===== src/fan_curve_pkg.sv =====
package fan_curve_pkg;

  // ****************************************************************
  // Register indices; byte address is four times the index
  // ****************************************************************
  localparam logic [9:0] config6_index = 10'h010;
  localparam logic [9:0] peci_config1_index = 10'h036;
  localparam logic [9:0] start_temperature_index = 10'h03b;
  localparam logic [9:0] span_and_ramp_index = 10'h03c;
  localparam logic [9:0] config1_index = 10'h040;
  localparam logic [9:0] minimum_duty_index = 10'h070;
  localparam logic [9:0] duty_status_index = 10'h071;
  localparam logic [9:0] temperature_status_index = 10'h072;

  // ****************************************************************
  // Field positions
  // ****************************************************************
  localparam int lock_bit = 1;
  localparam int ready_bit = 2;
  localparam int slow_ramp_bit = 7;

  // ****************************************************************
  // Values after reset
  // ****************************************************************
  localparam logic [7:0] start_temperature_reset = 8'he0;
  localparam logic [7:0] span_and_ramp_reset = 8'hc0;
  localparam logic [7:0] minimum_duty_reset = 8'h80;
  localparam logic [7:0] full_duty = 8'hff;

  // ****************************************************************
  // Ramp timing
  // ****************************************************************
  localparam int round_robin_ms = 165;
  // Slow ramp table is about 23/32 of the fast rate
  localparam logic [5:0] fast_ramp_scale = 6'h20;
  localparam logic [5:0] slow_ramp_scale = 6'h17;
  localparam int ramp_fraction_bits = 5;
  localparam int pwm_tick_cycles = 16;

  typedef struct packed {
    logic [3:0] curve_temperature_span;
    logic ramp_smoothing_enable;
    logic [2:0] ramp_step_code;
  } span_ramp_s;

endpackage : fan_curve_pkg


===== src/peci_fan_curve_and_ramp.sv =====
// Implementation choice: the APB slave port.
`timescale 1ns/10ps
// Overview of operation
// - Above start temperature, run minimum then climb
// - Start temperature resets to 0xe0, minus 32
// - Lock makes start and span registers read-only
// - Ramp code caps duty change per update
// - Fast table steps 1,2,3,4,8,12,24,48
// - Config6 bit 7 selects slower ramp table
// - Ramp time scales with PECI refresh interval
// - Smoothing enable bit 3 gates ramp limiting
// - Bits 7 to 4 select curve span
// - Span and ramp register resets to 0xc0
// - Lock bit writable once, cleared only by reset
// - Refresh interval follows the averaging count field
module peci_fan_curve_and_ramp (
  input wire logic clock,
  input wire logic reset,
  input wire logic psel,
  input wire logic penable,
  input wire logic pwrite,
  input wire logic [11:0] paddr,
  input wire logic [31:0] pwdata,
  output logic [31:0] prdata,
  output logic pready,
  output logic pslverr,
  input wire logic [7:0] peci_reading,
  input wire logic peci_reading_valid,
  output logic fan_pulse_output
);

  // ****************************************************************
  // Register state
  // ****************************************************************
  logic [7:0] fan_start_temperature;
  fan_curve_pkg::span_ramp_s span_ramp;
  logic [2:0] reading_average_count;
  logic slow_ramp;
  logic locked;
  logic [7:0] minimum_fan_duty;
  logic [7:0] current_duty;
  logic [7:0] averaged_temperature;

  logic access;
  logic write_access;
  logic [9:0] index;
  logic mapped;

  assign access = psel && penable;
  assign write_access = access && pwrite;
  assign index = paddr[11:2];
  assign pready = 1'b1;

  always_comb begin
    case (index)
      fan_curve_pkg::config6_index,
      fan_curve_pkg::peci_config1_index,
      fan_curve_pkg::start_temperature_index,
      fan_curve_pkg::span_and_ramp_index,
      fan_curve_pkg::config1_index,
      fan_curve_pkg::minimum_duty_index,
      fan_curve_pkg::duty_status_index,
      fan_curve_pkg::temperature_status_index: mapped = (paddr[1:0] == 2'h0);
      default: mapped = 1'b0;
    endcase
  end

  assign pslverr = access && !mapped;

  // ****************************************************************
  // Register writes
  // ****************************************************************
  always_ff @(posedge clock) begin
    if (reset) begin
      fan_start_temperature <= fan_curve_pkg::start_temperature_reset;
    end else if (write_access && !locked &&
                 index == fan_curve_pkg::start_temperature_index &&
                 mapped) begin
      fan_start_temperature <= pwdata[7:0];
    end
  end

  always_ff @(posedge clock) begin
    if (reset) begin
      span_ramp <= fan_curve_pkg::span_and_ramp_reset;
    end else if (write_access && !locked &&
                 index == fan_curve_pkg::span_and_ramp_index &&
                 mapped) begin
      span_ramp <= pwdata[7:0];
    end
  end

  always_ff @(posedge clock) begin
    if (reset) begin
      reading_average_count <= 3'h0;
    end else if (write_access && !locked &&
                 index == fan_curve_pkg::peci_config1_index && mapped) begin
      reading_average_count <= pwdata[2:0];
    end
  end

  always_ff @(posedge clock) begin
    if (reset) begin
      slow_ramp <= 1'b0;
    end else if (write_access && index == fan_curve_pkg::config6_index &&
                 mapped) begin
      slow_ramp <= pwdata[fan_curve_pkg::slow_ramp_bit];
    end
  end

  // Only a reset, standing in for a power cycle, can release the lock
  always_ff @(posedge clock) begin
    if (reset) begin
      locked <= 1'b0;
    end else if (write_access && index == fan_curve_pkg::config1_index &&
                 mapped && pwdata[fan_curve_pkg::lock_bit]) begin
      locked <= 1'b1;
    end
  end

  always_ff @(posedge clock) begin
    if (reset) begin
      minimum_fan_duty <= fan_curve_pkg::minimum_duty_reset;
    end else if (write_access && !locked &&
                 index == fan_curve_pkg::minimum_duty_index && mapped) begin
      minimum_fan_duty <= pwdata[7:0];
    end
  end

  // ****************************************************************
  // Register reads
  // ****************************************************************
  always_ff @(posedge clock) begin
    if (reset) begin
      prdata <= 32'h0;
    end else if (psel && !penable && !pwrite) begin
      // Loaded in setup, so data stands when the access edge samples it
      case (mapped ? index : 10'h3ff)
        fan_curve_pkg::config6_index:
          prdata <= {24'h0, slow_ramp, 7'h0};
        fan_curve_pkg::peci_config1_index:
          prdata <= {29'h0, reading_average_count};
        fan_curve_pkg::start_temperature_index:
          prdata <= {24'h0, fan_start_temperature};
        fan_curve_pkg::span_and_ramp_index:
          prdata <= {24'h0, span_ramp};
        fan_curve_pkg::config1_index:
          prdata <= {29'h0, 1'b1, locked, 1'b0};
        fan_curve_pkg::minimum_duty_index:
          prdata <= {24'h0, minimum_fan_duty};
        fan_curve_pkg::duty_status_index:
          prdata <= {24'h0, current_duty};
        fan_curve_pkg::temperature_status_index:
          prdata <= {24'h0, averaged_temperature};
        default:
          prdata <= 32'h0;
      endcase
    end
  end

  // ****************************************************************
  // Reading averaging and refresh
  // ****************************************************************
  logic [23:0] reading_sum;
  logic [16:0] reading_count;
  logic [16:0] readings_needed;
  logic [4:0] average_shift;
  logic [23:0] next_sum;
  logic refresh;

  always_comb begin
    case (reading_average_count)
      3'h0: average_shift = 5'h04;
      3'h1: average_shift = 5'h0b;
      3'h2: average_shift = 5'h0c;
      3'h3: average_shift = 5'h0d;
      3'h4: average_shift = 5'h0e;
      3'h5: average_shift = 5'h0f;
      default: average_shift = 5'h10;
    endcase
  end

  assign readings_needed = 17'h1 << average_shift;
  assign next_sum = reading_sum + {{16{peci_reading[7]}}, peci_reading};

  always_ff @(posedge clock) begin
    if (reset) begin
      reading_sum <= 24'h0;
      reading_count <= 17'h0;
      refresh <= 1'b0;
      averaged_temperature <= 8'h0;
    end else begin
      refresh <= 1'b0;
      if (peci_reading_valid) begin
        if (reading_count == readings_needed - 17'h1) begin
          averaged_temperature <= 8'($signed(next_sum) >>> average_shift);
          reading_sum <= 24'h0;
          reading_count <= 17'h0;
          refresh <= 1'b1;
        end else begin
          reading_sum <= next_sum;
          reading_count <= reading_count + 17'h1;
        end
      end
    end
  end

  // ****************************************************************
  // Duty curve
  // ****************************************************************
  // Span held in sixths of a degree so thirds stay exact
  logic [8:0] span_sixths;
  logic signed [8:0] delta;
  logic [10:0] delta_sixths;
  logic [18:0] curve_product;
  logic [7:0] duty_headroom;
  logic [7:0] next_target;
  logic [7:0] target_duty;
  logic ramp_due;

  always_comb begin
    case (span_ramp.curve_temperature_span)
      4'h0: span_sixths = 9'd12;
      4'h1: span_sixths = 9'd15;
      4'h2: span_sixths = 9'd20;
      4'h3: span_sixths = 9'd24;
      4'h4: span_sixths = 9'd30;
      4'h5: span_sixths = 9'd40;
      4'h6: span_sixths = 9'd48;
      4'h7: span_sixths = 9'd60;
      4'h8: span_sixths = 9'd80;
      4'h9: span_sixths = 9'd96;
      4'ha: span_sixths = 9'd120;
      4'hb: span_sixths = 9'd160;
      4'hc: span_sixths = 9'd192;
      4'hd: span_sixths = 9'd240;
      default: span_sixths = 9'd320;
    endcase
  end

  assign delta = $signed({averaged_temperature[7], averaged_temperature}) -
                 $signed({fan_start_temperature[7], fan_start_temperature});
  assign delta_sixths = 11'(delta[7:0] * 4'd6);
  // Plain net, so a new minimum duty reaches the product at once
  assign duty_headroom = fan_curve_pkg::full_duty - minimum_fan_duty;
  assign curve_product = 19'(duty_headroom * delta_sixths);

  always_comb begin
    if (delta <= 9'sd0) begin
      next_target = 8'h00;
    end else if (delta_sixths >= {2'h0, span_sixths}) begin
      next_target = fan_curve_pkg::full_duty;
    end else begin
      next_target = minimum_fan_duty +
                    8'(curve_product / {10'h0, span_sixths});
    end
  end

  always_ff @(posedge clock) begin
    if (reset) begin
      target_duty <= 8'h00;
      ramp_due <= 1'b0;
    end else begin
      ramp_due <= refresh;
      if (refresh) begin
        target_duty <= next_target;
      end
    end
  end

  // ****************************************************************
  // Ramp limiting
  // ****************************************************************
  // One step per refresh, so a slower refresh stretches the ramp
  logic [5:0] ramp_step;
  logic [5:0] ramp_scale;
  logic [11:0] ramp_total;
  logic [4:0] ramp_fraction;
  logic [6:0] ramp_move;
  logic [8:0] raised;
  logic [8:0] lowered;

  always_comb begin
    case (span_ramp.ramp_step_code)
      3'h0: ramp_step = 6'd1;
      3'h1: ramp_step = 6'd2;
      3'h2: ramp_step = 6'd3;
      3'h3: ramp_step = 6'd4;
      3'h4: ramp_step = 6'd8;
      3'h5: ramp_step = 6'd12;
      3'h6: ramp_step = 6'd24;
      default: ramp_step = 6'd48;
    endcase
  end

  assign ramp_scale = slow_ramp ? fan_curve_pkg::slow_ramp_scale :
                      fan_curve_pkg::fast_ramp_scale;
  assign ramp_total = 12'(ramp_step * ramp_scale) + {7'h0, ramp_fraction};
  assign ramp_move = ramp_total[11:fan_curve_pkg::ramp_fraction_bits];
  assign raised = {1'b0, current_duty} + {2'h0, ramp_move};
  assign lowered = {1'b0, current_duty} - {2'h0, ramp_move};

  always_ff @(posedge clock) begin
    if (reset) begin
      current_duty <= 8'h00;
      ramp_fraction <= 5'h0;
    end else if (ramp_due) begin
      if (!span_ramp.ramp_smoothing_enable) begin
        current_duty <= target_duty;
        ramp_fraction <= 5'h0;
      end else if (current_duty < target_duty) begin
        ramp_fraction <= ramp_total[4:0];
        current_duty <= (raised >= {1'b0, target_duty}) ?
                        target_duty : raised[7:0];
      end else if (current_duty > target_duty) begin
        ramp_fraction <= ramp_total[4:0];
        current_duty <= (lowered[8] || lowered[7:0] <= target_duty) ?
                        target_duty : lowered[7:0];
      end
    end
  end

  // ****************************************************************
  // Pulse output
  // ****************************************************************
  logic [3:0] pwm_divider;
  logic pwm_tick;
  logic [7:0] pwm_count;

  assign pwm_tick = (pwm_divider == 4'(fan_curve_pkg::pwm_tick_cycles - 1));

  always_ff @(posedge clock) begin
    if (reset) begin
      pwm_divider <= 4'h0;
      pwm_count <= 8'h00;
    end else begin
      pwm_divider <= pwm_tick ? 4'h0 : pwm_divider + 4'h1;
      if (pwm_tick) begin
        pwm_count <= pwm_count + 8'h01;
      end
    end
  end

  // Full duty must stay high through the wrap of the counter
  always_ff @(posedge clock) begin
    if (reset) begin
      fan_pulse_output <= 1'b0;
    end else begin
      fan_pulse_output <= (current_duty == fan_curve_pkg::full_duty) ||
                          (pwm_count < current_duty);
    end
  end

endmodule : peci_fan_curve_and_ramp


===== config.mk =====
export PLATFORM = sky130hd
export DESIGN_NAME = peci_fan_curve_and_ramp
export DESIGN_NICKNAME = d
export VERILOG_FILES = /design/src/fan_curve_pkg.sv /design/src/peci_fan_curve_and_ramp.sv
export SDC_FILE = /design/constraint.sdc
export NUM_CORES = 1
export LEC_CHECK = 0
export BUFFER_PORTS_ARGS = -buffer_cell sky130_fd_sc_hd__buf_4
export CORE_MARGIN = 2
export CORE_UTILIZATION = 55
export CTS_BUF_LIST = sky130_fd_sc_hd__clkbuf_8
export CTS_CLUSTER_SIZE = 30
export DETAILED_ROUTE_END_ITERATION = 10
export PLACE_DENSITY = 0.72
export SYNTH_ARGS = -nofsm -noshare
export SYNTH_HDL_FRONTEND = slang
export SYNTH_SLANG_ARGS = --single-unit
export TNS_END_PERCENT = 50

===== constraint.sdc =====
create_clock -name clock -period 109.3 [get_ports clock]
set_input_delay 16.395 -clock clock [delete_from_list [all_inputs] [get_ports clock]]
set_output_delay 16.395 -clock clock [all_outputs]
set_load 0.01 [all_outputs]

==> summary.txt <==
Run status
  – Status: complete, no violations

Yosys
  – Post-synthesis sequential area ratio: 12.15%
  – Post-synth cell types: 99
  – Largest family of logic cells by synthesized area: adder cells
  – Post-synthesis adder-cell area fraction: 24.73%
  – Post-synth EDFFs: 0
  – Post-synthesis simple-gate area fraction: 22.77%
  – Mean Syn Cell Area: 7.431 um2
  – Post-synth ARST share: 0%
  – Mapped Area: 21590 um2
  – Synthesized instance count: 2906
  – Synth warn: 0
  – Top post-synthesis cells by count: nor2_1 (363), ha_1 (318), a21oi_1 (247)
  – Top_reg_cell synth: dfxtp_1
  – Synth Area in XOR/XNOR: 6.414%
  – Mux cell area share after synthesis: 3.703%
  – Cell with the most instances after synthesis: nor2_1
  – Flops & latches, synth: 131
  – Synth top area share: 18.43%
  – Top cells by area, synth: ha_1 (18%), dfxtp_1 (12%), nor2_1 (6.3%)
  – Compound-gate portion of the synthesized area: 23.53%
  – Cell accounting for the most synthesized area: ha_1

Finish
  – Inserted Diodes: 0
  – Multi-input gate area: 17640 um2
  – # nets final: 3330
  – Reg with most FFs: reading_sum
  – Layout cells sized above 1: 5.998%
  – Storage cell area: 2623 um2
  – Final Cell Area: 22630 um2
  – Max FFs per register: 24
  – Fill cells: 3678
  – Area Overhead vs Synth: 4.780%
  – Final Util: 58.41%

Clocking
  – Hold buffers post-CTS: 0
  – CTS tree: built
  – Post-CTS setup buffers: 0
  – CTS clk-pin slew, worst paths: 80 ps
  – Root Buffer: clkbuf_8
  – CTS sink cnt: 131
  – CTS Buf Count: 17
  – Worst-Skew Late Latency: 480 ps
  – Htree depth: 4
  – Clock Path Buffers: 2
  – Post-CTS sizing: 0

Setup path
  – Crit path required time: 109620 ps
  – CP max stage delay: 890 ps
  – Critical Path End Type: flop
  – Setup CP Type: flop to flop
  – Reg2reg end: target_duty[7]
  – Worst R2R Setup Slack: 54170 ps
  – Cell depth of the worst flop-to-flop path: 224
  – Worst setup startpoint: averaged_temperature[0]
  – CP top delay family: compound AO/OA/AOI/OAI gates
  – Critical path arrival: 55460 ps
  – Worst R2R Start: averaged_temperature[0]
  – Worst path bufs/invs: 11
  – Most common cell on crit path: o21a_1
  – Max FO, Critical Path: 20
  – Startpoint types: flop
  – CP max stage cell: a21oi_1

Placed design
  – HPWL Detailed: 43.20 mm
  – RD Place Congestion: 0.9425
  – Area post-placement: 22210 um2
  – I/O Buffers: 43
  – Placement Setup Slack: 55120 ps

Timing
  – Final hold viol count: 0
  – Tcrit/Tclk final: 50.44%
  – Final setup violation count: 0
  – Unrepaired setup endpoints after global routing: no
  – Setup_tns: 0 ps
  – Slew at the pin closest to its max-slew limit: 1138 ps
  – Final Max Slew Viols: 0
  – Max Clock Freq: 18.14 MHz
  – Slew headroom: 23.84%
  – Clk_skew: 10.55 ps
  – Final min period: 55140 ps
  – Setup WS post-layout: 54170 ps

Global route
  – First-pass GRT wire length: 93.23 mm
  – Largest net degree at the start of global routing: 77
  – Antenna violations before repair: 0
  – Gr usage total: 26.88%
  – Vias in the first global route: 19592
  – GRT overflow: 0

Floorplan
  – IO Pins: 93
  – Die X: 202.1 um
  – Core Rows: 72
  – Chip Height: 202.1 um
  – Initial Util: 55.74%
  – Total die area: 40860 um2
  – Core area: 38740 um2

Drt
  – Total Wirelength: 55.10 mm
  – Vias per cell: 5.956
  – Drt first pass iters: 5
  – Wirelength per Cell: 16.11 um
  – Final ANT Viol Nets: 0
  – DR iter-0 viols: 1238
  – Routed vias: 20365
  – # DRC: 0

Hold path
  – Min-Delay Endpoint: ramp_fraction[1]
  – Hold Path Depth: 2
  – Hold Crit Class: flop to flop
  – Hold Crit Start: ramp_fraction[1]

Run
  – # Max-Cap Violations: 0

Pwr
  – Total power: 0.1545 mW
  – PD cells: 6.830 nW/um2
  – Pleak: 10.39 nW
  – Peak supply drop: 0.01360 mV
through the flow:
stage	hold WS [ps]	cells
2_1_floorplan	431.9	2933
3_3_place_gp	439.9	3387
3_5_place_dp	448.4	3387
4_1_cts	460.3	3419
5_1_grt	486.2	3419
6_report	462.4	3419
layer usage:
metal  up-vias  wire length [um]  global-route usage, %
li1      10252                 -                      -
met1      9547             25190                  34.45
met2       465             26470                  47.57
met3       101              2009                  1.903
met4         0              1423                  9.489
met5         -                 0                      0
worst reg2reg max path, delay by kind of cell, from the launching register on:
| kind | cells | cell delay (ps) |
|---|---|---|
| fa+ha+maj | 29 | 10040 |
| simple gates | 56 | 12570 |
| flops | 1 | 340 |
| buf+inv | 11 | 1220 |
| mux | 4 | 1270 |
| xor+xnor | 5 | 1780 |
| compound gates | 119 | 27780 |
worst max path at each step:
| stage | depth (start not counted) | slack [ps] | end |
|---|---|---|---|
| final | 224 | 54170 | target_duty[7] |
| after global routing | 224 | 49230 | target_duty[7] |
| after CTS | 224 | 54820 | target_duty[7] |
| after detailed placement | 224 | 55120 | target_duty[7] |
| after global placement | 224 | 56310 | target_duty[7] |
| after floorplan | 233 | 63040 | target_duty[7] |
area by class of cell:
cell class | instances | area share, %
clock buffers | 20 | 1.217
inverters | 233 | 3.866
repair buffers | 56 | 1.858
flip-flops and latches | 131 | 11.59
clock inverters | 12 | 0.6194
multi-input cells | 2449 | 77.98
well taps | 518 | 2.865
power by group:
| group | switching [mW] | internal (mW) | leakage (nW) | total (mW) |
|---|---|---|---|---|
| Combinational | 0.0350 | 0.0258 | 9.11 | 0.0608 |
| Sequential | 0.000864 | 0.0491 | 1.06 | 0.0499 |
| Clock | 0.0198 | 0.0240 | 0.224 | 0.0438 |
logic make-up (layout without fill, tap and decap cells):
family / after synthesis / in the layout
mux: 76 / 76
fa+ha+maj: 388 / 388
compound gates: 776 / 776
other cells: 2 / 29
simple gates: 1024 / 1024
buf+inv: 353 / 321
xor+xnor: 156 / 156
flops: 131 / 131
cell usage in the layout (no fill, tap or decap), types with 71 or more instances in the layout:
master | synthesis | final
a21oi_1 | 247 | 247
nor3_1 | 98 | 98
nand2_1 | 210 | 210
inv_1 | 231 | 235
dfxtp_1 | 131 | 131
xnor2_1 | 96 | 96
o21ai_0 | 128 | 128
nor2_1 | 363 | 363
o21a_1 | 73 | 73
nand3_1 | 71 | 71
ha_1 | 318 | 318
(Power assumes the default switching activity.)
